File: src/logic/cmp_pkg.sv
// Shared constants and carrier types for the dual comparator block
package cmp_pkg;
	// Channel count and bus geometry
	localparam int NCH = 2;
	localparam int ADDR_W = 8;
	// Register byte offsets
	localparam logic [ADDR_W-1:0] OFS_CTRL0 = 8'h00;
	localparam logic [ADDR_W-1:0] OFS_CTRL1 = 8'h04;
	localparam logic [ADDR_W-1:0] OFS_MODE = 8'h08;
	localparam logic [ADDR_W-1:0] OFS_IRQC0 = 8'h0C;
	localparam logic [ADDR_W-1:0] OFS_IRQC1 = 8'h10;
	localparam logic [ADDR_W-1:0] OFS_DAC = 8'h14;
	// Control register field positions
	localparam int B_EN = 0;
	localparam int B_OE = 1;
	localparam int B_REF = 2;
	localparam int B_LV = 3;
	localparam int B_FLT = 4;
	localparam int B_IE = 6;
	localparam int B_CF = 7;
	// Interrupt control field positions
	localparam int B_LVL = 0;
	localparam int B_IR = 3;
	// Reset values
	localparam logic [7:0] CTRL_RST = 8'h08;
	localparam logic RESULT_RST = 1'b1;
	// Sampling divisions for the digital filter
	localparam int DIV_F2 = 2;
	localparam int DIV_F8 = 8;
	localparam int DIV_F32 = 32;
	// Bus responses
	localparam logic [1:0] RESP_OKAY = 2'h0;
	localparam logic [1:0] RESP_SLVERR = 2'h2;
	// Filter selection codes
	typedef enum logic [1:0] {
		FLT_NONE = 2'h0,
		FLT_F2 = 2'h1,
		FLT_F8 = 2'h2,
		FLT_F32 = 2'h3
	} cmp_flt_t;
	// Master to slave half of AXI4-Lite
	typedef struct packed {
		logic awvalid;
		logic [ADDR_W-1:0] awaddr;
		logic wvalid;
		logic [31:0] wdata;
		logic [3:0] wstrb;
		logic bready;
		logic arvalid;
		logic [ADDR_W-1:0] araddr;
		logic rready;
	} cmp_axi_req_t;
	// Slave to master half of AXI4-Lite
	typedef struct packed {
		logic awready;
		logic wready;
		logic bvalid;
		logic [1:0] bresp;
		logic arready;
		logic rvalid;
		logic [31:0] rdata;
		logic [1:0] rresp;
	} cmp_axi_rsp_t;
	// Per-channel signals toward the analog element and pins
	typedef struct packed {
		logic [NCH-1:0] compare_enable;
		logic [NCH-1:0] reference_select;
		logic [NCH-1:0] dac_output_enable;
		logic [NCH-1:0] result_output_pin;
		logic [NCH-1:0] result_output_pin_oe;
	} cmp_pins_t;
endpackage

File: src/logic/cmp_filter.sv
// Synchroniser and two-sample digital filter for one comparator output
`timescale 1ns/1ps
module cmp_filter (
	input wire logic aclk,
	input wire logic aresetn,
	input wire logic raw_in,
	input wire logic enable,
	input wire cmp_pkg::cmp_flt_t sel,
	input wire logic [2:0] tick,
	output logic level
);
	import cmp_pkg::*;

	typedef struct packed {
		logic s1; // First synchroniser stage, read only by s2
		logic s2;
		logic s3;
		logic sync_lv; // Level once s2 and s3 agree
		logic smp; // Previous filter sample
		logic lvl; // Accepted result
	} cmp_flt_st_t;

	cmp_flt_st_t s_r;
	cmp_flt_st_t s_nxt;
	logic tk;

	// Tick of the selected sampling rate
	always_comb begin
		unique case (sel)
			FLT_F2: tk = tick[0];
			FLT_F8: tk = tick[1];
			FLT_F32: tk = tick[2];
			FLT_NONE: tk = 1'b0;
		endcase
	end

	// Analog output is asynchronous: three stages, then filtering
	always_comb begin
		s_nxt = s_r;
		s_nxt.s1 = raw_in;
		s_nxt.s2 = s_r.s1;
		s_nxt.s3 = s_r.s2;
		if (s_r.s2 == s_r.s3) begin
			s_nxt.sync_lv = s_r.s3;
		end
		// A disabled channel holds its last result
		if (enable) begin
			if (sel == FLT_NONE) begin
				s_nxt.lvl = s_r.sync_lv;
			end else if (tk) begin
				s_nxt.smp = s_r.sync_lv;
				// Accept only when two samples in a row match
				if (s_r.smp == s_r.sync_lv) begin
					s_nxt.lvl = s_r.sync_lv;
				end
			end
		end
	end

	// State register; result starts high to match the reset image
	always_ff @(posedge aclk) begin
		if (!aresetn) begin
			s_r <= {6{RESULT_RST}};
		end else begin
			s_r <= s_nxt;
		end
	end

	assign level = s_r.lvl;
endmodule

File: src/logic/cmp_prescale.sv
// Sampling tick generator for the f2, f8 and f32 filter rates
`timescale 1ns/1ps
module cmp_prescale #(
	parameter int CNT_W = 5
) (
	input wire logic aclk,
	input wire logic aresetn,
	output logic [2:0] tick
);
	import cmp_pkg::*;

	// Counter must reach the slowest division
	if ((1 << CNT_W) < DIV_F32) begin : g_chk
		$error("cmp_prescale: CNT_W too small");
	end

	typedef struct packed {
		logic [CNT_W-1:0] cnt; // Free-running divider
		logic [2:0] tick; // One-cycle pulses, bit0 f2, bit1 f8, bit2 f32
	} cmp_ps_t;

	cmp_ps_t s_r;
	cmp_ps_t s_nxt;

	// Ticks pulse when the low divider bits are all ones
	always_comb begin
		s_nxt = s_r;
		s_nxt.cnt = s_r.cnt + 1'b1;
		s_nxt.tick[0] = &s_r.cnt[$clog2(DIV_F2)-1:0];
		s_nxt.tick[1] = &s_r.cnt[$clog2(DIV_F8)-1:0];
		s_nxt.tick[2] = &s_r.cnt[$clog2(DIV_F32)-1:0];
	end

	// State register
	always_ff @(posedge aclk) begin
		if (!aresetn) begin
			s_r <= '0;
		end else begin
			s_r <= s_nxt;
		end
	end

	assign tick = s_r.tick;
endmodule

File: src/logic/cmp_top.sv
// Dual comparator digital side: registers, flags, pins and interrupt gating
`timescale 1ns/1ps
// Operation
// Two identical independent comparator channels
// Result flag high when input above reference
// Any result toggle sets change flag
// Result pin driven only while enabled
// Pin result optionally inverted by polarity
// Filter accepts level after two matching samples
// Filter select: none, f2, f8, f32
// Reference select picks pin or DAC
// Change flag and enable raise request
// Pending set when flag and enable
// Pending drops when either goes low
// Acknowledge leaves change flag set
// Flag clears on zero write after one-read
// Request gated by level, threshold, global enable
// Software sets polarity, filter, reference first
// Software enables DAC output before channel
// Software enables channel, waits settling time
// Software dummy-reads change flag after wait
// Software then enables pin, interrupt, clears flag
// Software finally sets priority, clears pending
// Analog output synchronised before filtering
module cmp_top (
	input wire logic aclk,
	input wire logic aresetn,
	input wire cmp_pkg::cmp_axi_req_t axi_req,
	output cmp_pkg::cmp_axi_rsp_t axi_rsp,
	input wire logic [cmp_pkg::NCH-1:0] raw_compare_result,
	input wire logic global_irq_enable,
	input wire logic [2:0] current_priority_threshold,
	output cmp_pkg::cmp_pins_t pins,
	output logic [cmp_pkg::NCH-1:0] irq_req
);
	import cmp_pkg::*;

	typedef struct packed {
		logic aw_have; // Write address held
		logic [ADDR_W-1:0] aw_addr;
		logic w_have; // Write data held
		logic [7:0] w_data; // Only the low byte carries fields
		logic w_strb0;
		cmp_axi_rsp_t rsp; // All bus outputs come from here
		logic [NCH-1:0] en; // compare_enable
		logic [NCH-1:0] oe; // result_pin_output_enable
		logic [NCH-1:0] rsel; // reference_select
		logic [NCH-1:0][1:0] flt; // filter_select
		logic [NCH-1:0] ie; // compare_irq_enable
		logic [NCH-1:0] cf; // compare_change_flag
		logic [NCH-1:0] armed; // Flag read back as one since last write
		logic [NCH-1:0] lv_prev; // Result one cycle ago, for change detect
		logic [NCH-1:0] pol; // result_pin_polarity
		logic [NCH-1:0][2:0] prio; // priority_level
		logic [NCH-1:0] ir; // pending_request
		logic [NCH-1:0] dac_en; // dac_output_enable
		cmp_pins_t pins;
		logic [NCH-1:0] irq;
	} cmp_st_t;

	cmp_st_t s_r;
	cmp_st_t s_nxt;
	logic [NCH-1:0] lvl; // Filtered comparison result per channel
	logic [NCH-1:0] chg; // Result toggled this cycle
	logic [2:0] tick;
	logic do_wr; // Held address and data are written this cycle
	logic do_rd; // Read address accepted this cycle
	logic [ADDR_W-1:0] ctrl_ofs [NCH];
	logic [ADDR_W-1:0] irqc_ofs [NCH];

	assign ctrl_ofs[0] = OFS_CTRL0;
	assign ctrl_ofs[1] = OFS_CTRL1;
	assign irqc_ofs[0] = OFS_IRQC0;
	assign irqc_ofs[1] = OFS_IRQC1;

	// One shared sampling clock divider serves both channels
	cmp_prescale #(
		.CNT_W(5)
	) u_ps (
		.aclk(aclk),
		.aresetn(aresetn),
		.tick(tick)
	);

	// Each channel has its own filter and change detector
	for (genvar g = 0; g < NCH; g++) begin : g_ch
		cmp_filter u_flt (
			.aclk(aclk),
			.aresetn(aresetn),
			.raw_in(raw_compare_result[g]),
			.enable(s_r.en[g]),
			.sel(cmp_flt_t'(s_r.flt[g])),
			.tick(tick),
			.level(lvl[g])
		);
		// Either direction counts; the filter only moves while enabled,
		// so a toggle landing with a disable write still sets the flag
		assign chg[g] = lvl[g] != s_r.lv_prev[g];
	end

	assign do_wr = s_r.aw_have && s_r.w_have && !s_r.rsp.bvalid;
	assign do_rd = axi_req.arvalid && s_r.rsp.arready;

	// Register file, bus handshakes, flags and pin drive
	always_comb begin
		logic wr_hit;
		logic rd_hit;
		logic [31:0] rd;
		wr_hit = 1'b0;
		rd_hit = 1'b0;
		rd = '0;
		s_nxt = s_r;
		s_nxt.lv_prev = lvl;
		// Address and data channels are taken in either order
		if (axi_req.awvalid && s_r.rsp.awready) begin
			s_nxt.aw_have = 1'b1;
			s_nxt.aw_addr = axi_req.awaddr;
		end
		if (axi_req.wvalid && s_r.rsp.wready) begin
			s_nxt.w_have = 1'b1;
			s_nxt.w_data = axi_req.wdata[7:0];
			s_nxt.w_strb0 = axi_req.wstrb[0];
		end
		if (s_r.rsp.bvalid && axi_req.bready) begin
			s_nxt.rsp.bvalid = 1'b0;
		end
		// Register write once both halves are held
		if (do_wr) begin
			s_nxt.aw_have = 1'b0;
			s_nxt.w_have = 1'b0;
			s_nxt.rsp.bvalid = 1'b1;
			for (int c = 0; c < NCH; c++) begin
				if (s_r.aw_addr == ctrl_ofs[c]) begin
					wr_hit = 1'b1;
					s_nxt.armed[c] = 1'b0;
					if (s_r.w_strb0) begin
						s_nxt.en[c] = s_r.w_data[B_EN];
						s_nxt.oe[c] = s_r.w_data[B_OE];
						s_nxt.rsel[c] = s_r.w_data[B_REF];
						s_nxt.flt[c] = s_r.w_data[B_FLT+:2];
						s_nxt.ie[c] = s_r.w_data[B_IE];
						// Zero clears only after a one was read back
						if (!s_r.w_data[B_CF] && s_r.armed[c]) begin
							s_nxt.cf[c] = 1'b0;
						end
					end
				end
				if (s_r.aw_addr == irqc_ofs[c]) begin
					wr_hit = 1'b1;
					// Pending follows flag and enable, so writes skip it
					if (s_r.w_strb0) begin
						s_nxt.prio[c] = s_r.w_data[B_LVL+:3];
					end
				end
			end
			if (s_r.aw_addr == OFS_MODE) begin
				wr_hit = 1'b1;
				if (s_r.w_strb0) begin
					s_nxt.pol = s_r.w_data[NCH-1:0];
				end
			end
			if (s_r.aw_addr == OFS_DAC) begin
				wr_hit = 1'b1;
				if (s_r.w_strb0) begin
					s_nxt.dac_en = s_r.w_data[NCH-1:0];
				end
			end
			s_nxt.rsp.bresp = wr_hit ? RESP_OKAY : RESP_SLVERR;
		end
		if (s_r.rsp.rvalid && axi_req.rready) begin
			s_nxt.rsp.rvalid = 1'b0;
		end
		// Register read; a control read arms the flag clear
		if (do_rd) begin
			for (int c = 0; c < NCH; c++) begin
				if (axi_req.araddr == ctrl_ofs[c]) begin
					rd_hit = 1'b1;
					rd[B_EN] = s_r.en[c];
					rd[B_OE] = s_r.oe[c];
					rd[B_REF] = s_r.rsel[c];
					rd[B_LV] = lvl[c];
					rd[B_FLT+:2] = s_r.flt[c];
					rd[B_IE] = s_r.ie[c];
					rd[B_CF] = s_r.cf[c];
					s_nxt.armed[c] = s_r.cf[c];
				end
				if (axi_req.araddr == irqc_ofs[c]) begin
					rd_hit = 1'b1;
					rd[B_LVL+:3] = s_r.prio[c];
					rd[B_IR] = s_r.ir[c];
				end
			end
			if (axi_req.araddr == OFS_MODE) begin
				rd_hit = 1'b1;
				rd[NCH-1:0] = s_r.pol;
			end
			if (axi_req.araddr == OFS_DAC) begin
				rd_hit = 1'b1;
				rd[NCH-1:0] = s_r.dac_en;
			end
			s_nxt.rsp.rvalid = 1'b1;
			s_nxt.rsp.rdata = rd;
			s_nxt.rsp.rresp = rd_hit ? RESP_OKAY : RESP_SLVERR;
		end
		// A change in the same cycle as a clear wins
		for (int c = 0; c < NCH; c++) begin
			if (chg[c]) begin
				s_nxt.cf[c] = 1'b1;
			end
			// Pending is a live AND, never latched on its own
			s_nxt.ir[c] = s_r.cf[c] && s_r.ie[c];
			// Maskable gating like any other source
			s_nxt.irq[c] = global_irq_enable && s_r.ir[c] &&
				(s_r.prio[c] > current_priority_threshold);
		end
		// One transfer of each kind in flight at a time
		s_nxt.rsp.awready = !s_nxt.aw_have && !s_nxt.rsp.bvalid;
		s_nxt.rsp.wready = !s_nxt.w_have && !s_nxt.rsp.bvalid;
		s_nxt.rsp.arready = !s_nxt.rsp.rvalid;
		// Pin and analog-side controls
		s_nxt.pins.compare_enable = s_nxt.en;
		s_nxt.pins.reference_select = s_nxt.rsel;
		s_nxt.pins.dac_output_enable = s_nxt.dac_en;
		s_nxt.pins.result_output_pin_oe = s_nxt.oe;
		s_nxt.pins.result_output_pin = lvl ^ s_r.pol;
	end

	// State register
	always_ff @(posedge aclk) begin
		if (!aresetn) begin
			s_r <= '0;
			s_r.rsp.awready <= 1'b1;
			s_r.rsp.wready <= 1'b1;
			s_r.rsp.arready <= 1'b1;
			s_r.lv_prev <= {NCH{RESULT_RST}};
		end else begin
			s_r <= s_nxt;
		end
	end

	assign axi_rsp = s_r.rsp;
	assign pins = s_r.pins;
	assign irq_req = s_r.irq;

	for (genvar g = 0; g < NCH; g++) begin : g_chk

	end
endmodule

File: config.mk
export PLATFORM = sky130hd
export DESIGN_NAME = cmp_top
export DESIGN_NICKNAME = d
export VERILOG_FILES = /design/src/logic/cmp_pkg.sv /design/src/logic/cmp_filter.sv /design/src/logic/cmp_prescale.sv /design/src/logic/cmp_top.sv
export SDC_FILE = /design/constraint.sdc
export NUM_CORES = 1
export LEC_CHECK = 0
export ABC_AREA = 1
export ABC_CLOCK_PERIOD_IN_PS = 2400
export BUFFER_PORTS_ARGS = -buffer_cell sky130_fd_sc_hd__buf_2
export CAP_MARGIN = 20
export CORE_ASPECT_RATIO = 1.25
export CORE_UTILIZATION = 50
export DETAILED_ROUTE_END_ITERATION = 16
export HOLD_SLACK_MARGIN = 0.12
export PLACE_DENSITY = 0.83
export SETUP_SLACK_MARGIN = 0.15
export SLEW_MARGIN = 20
export SYNTH_ARGS = -nofsm -noshare
export SYNTH_HDL_FRONTEND = slang
export SYNTH_HIERARCHICAL = 1
export SYNTH_SLANG_ARGS = --single-unit
export TNS_END_PERCENT = 100
File: constraint.sdc
create_clock -name aclk -period 2.4 [get_ports aclk]
set_clock_uncertainty 0.15 [all_clocks]
set_input_delay 0.48 -clock aclk [delete_from_list [all_inputs] [get_ports aclk]]
set_output_delay 0.48 -clock aclk [all_outputs]
set_load 0.03 [all_outputs]
==> metrics <==
placed standard-cell area 4270 sq um; part of the power in the clock network 31.8%; power density cells 625 nW/um^2; CTS tree built; initial DRC count 207; sw frac 28.3%; Syn-to-layout area delta 6.26%; top_reg_cell synth dfxtp_1; Multi-input gate area 1830 sq um; Post-Synth Simple-Gate Area 25.6%; Final Hold Violating Endpoints 0; fin util 56.0%; top routing layer used met4; post-synthesis compound-gate area fraction 12.6%; core box area 7930 sq um; sequential fraction of the synthesis area 41.7%; Layout Nets 632; leakage power 2.05 nW; Initial DRT Pass Iterations 5; maximum operating frequency 581 MHz; Worst Path Arrival 1.09 ns; setup_tns 0 ns; RePlAce Congestion 0.908; Int Pwr 1.99 mW; CTS Sinks 87; xor/xnor cell area share of the yosys netlist 1.26%; Mapped Avg Cell Area 8.00 sq um; WL final 8480 um; YS warnings 6; power share of the combinational group 12.8%; worst-margin pin slew 0.520 ns; Num CTS Buffers 9; global-route wire length before repair 14400 um; CP Capture Type primary output; r2r setup slk 0.83 ns; vias per inst 5.08; Final WS setup 0.678 ns; insertion delay to the later sink of the worst-skew pair 0.36 ns; Worst Reg2Reg Path Length in Cells 6; Hold Path Cell Cnt 3; vias in the first global route 3226; Psw 0.785 mW; Post-synth EDFFs 0; Global Route Usage Sum 20.6%; worst min path class in -> reg; Crit path max-delay family flip-flops; H-tree lvl count 3; slew margin rel. 65.3%; Slowest-stage cell, CP dfxtp_1; commonest non-fill, non-tap cell in the layout dfxtp_1; post-DR wirelength/cell 12.9 um; Mapped Cells 522; via count 3351; Ant. Diodes 0; Synth Cell Area 4180 sq um; Total Power 2.77 mW; Reg clk slew, reported paths 0.08 ns; final instance area 4440 sq um; Port-buffer cells 63; fillers 709; largest family of logic cells by synthesized area simple AND/OR/NAND/NOR gates; Starting Density 52.7%; multiplexer share of the synthesized area 0%; non-filler cells, final 659; Post-synth ARST share 0%; register area 1740 sq um; Yosys reg bits 87; post-DP HPWL 6520 um; worst path cell trace buf_2; RSZ-0062 raised after global routing false; outcome finished, final reports clean; Slew Limit Fails 0; die area 8720 sq um; Fin Hold WS 0.146 ns; Critical Path Fanout Max 7; wire length on met3 507 um; Worst Path Required 1.77 ns; Root Driver clkbuf_8; Sequential Power Share 55.4%; Die H 104 um; largest net degree at the start of global routing 28; Worst VDD drop 0.000464 V; antenna violations before repair 0; WL met2 4220 um; Cells after DPL 644; post-CTS resize count 0; most frequent cells in the layout 87 x dfxtp_1, 73 x nand2_1, 63 x buf_2; cts hold-fix bufs 0; Setup-failing EPs final 0; CP Depth 1; I/O pin total 118; Max Cap Violations 0; share of layout cells above drive strength 1 22.7%; Unique masters post-synth 42; DP Worst Slack 0.606 ns; Overflow after GRT 0; # Post-CTS Setup Buffers 0; crit path launch type flop; Final period util 71.8%; Final ANT Viol Nets 0; Buf+Inv Stages, Crit Path 1; adder-cell share of the synthesized area 2.10%; Max clock buf depth 2; Die W 83.7 um; final worst path period need 1.72 ns; kind of critical path reg -> out; DRC errors left 0; cell row count 36; worst stage delay on the critical path 0.48 ns; Metal-1 WL 3550 um
-- synth_stat cells, types with 2 or more instances --
library cell | number | share of area, %
xor2_1 | 2 | 0.42
a21oi_1 | 27 | 3.2
a211oi_1 | 9 | 1.6
nand3b_1 | 2 | 0.36
nand4_1 | 7 | 1.0
dfxtp_1 | 87 | 42
ha_1 | 7 | 2.1
o21ai_1 | 7 | 0.84
nor2_4 | 5 | 1.3
o21ai_0 | 26 | 3.1
o211ai_1 | 3 | 0.54
clkbuf_1 | 5 | 0.45
a211oi_2 | 3 | 0.90
nand3_1 | 40 | 4.8
or2_2 | 2 | 0.30
nor2_8 | 3 | 1.4
nand3_2 | 2 | 0.48
xnor2_1 | 4 | 0.84
inv_2 | 10 | 0.90
nand2_4 | 3 | 0.81
nand2_1 | 73 | 6.6
a21oi_2 | 3 | 0.63
nor2_1 | 55 | 4.9
inv_1 | 49 | 4.4
nand3_4 | 3 | 1.3
buf_4 | 56 | 10
nand2_2 | 4 | 0.60
o221ai_1 | 3 | 0.63
buf_2 | 2 | 0.24
a311oi_1 | 2 | 0.42
nor3_1 | 2 | 0.24
nor2_2 | 6 | 0.90
-- path summary, 6_finish.rpt --
kind,startpoint,end
worst max-delay path,pins[8],pins[8]
worst max register to register,axi_rsp[35],axi_rsp[7]
worst min-delay path,raw_compare_result[0],g_ch[0].u_flt/s_nxt[4]
worst min register to register,g_ch[1].u_flt/s_nxt[4],g_ch[1].u_flt/s_nxt[3]
-- area by class of cell --
cell class	instances	area share, %
Inverter	62	5.44
Multi-Input combinational cell	334	41.3
Tap cell	95	2.68
Sequential cell	87	39.3
Timing Repair Buffer	66	7.61
Clock buffer	11	3.19
Clock inverter	4	0.508
-- layer usage --
layer  up-vias  GRT usage, %
met5         -             0
met4         0          10.0
met3        20          4.21
met2       129          35.4
met1      1505          24.1
li1       1697             -
-- flip-flops by register name, indices dropped and copies added, names as in the netlist --
name	count
g_ch.u_flt/s_nxt	4
u_ps/s_nxt	1
pins	10
u_ps/tick	3
g_ch.u_flt/level	2
u_ps/s_r	4
s_r	40
irq_req	2
g_ch.u_flt/s_r	6
axi_rsp	15
-- power by group through the flow --
| stage | Clock, mW | Combinational (mW) | Sequential [mW] |
|---|---|---|---|
| after CTS | 0.899 | 0.356 | 1.54 |
| after floorplan | 0 | 0.319 | 1.56 |
| after detailed placement | 0 | 0.355 | 1.57 |
| final | 0.882 | 0.356 | 1.54 |
| after global routing | 0.963 | 0.392 | 1.54 |
| after global placement | 0 | 0.344 | 1.57 |
-- cells by family after synthesis --
group,Yosys count
other,1
flip-flops,87
buffers and inverters,126
XOR/XNOR,6
adder cells (fa/ha/maj),7
AND/OR/NAND/NOR,208
AO/OA/AOI/OAI,87
Power figures use the tool's default switching activity.
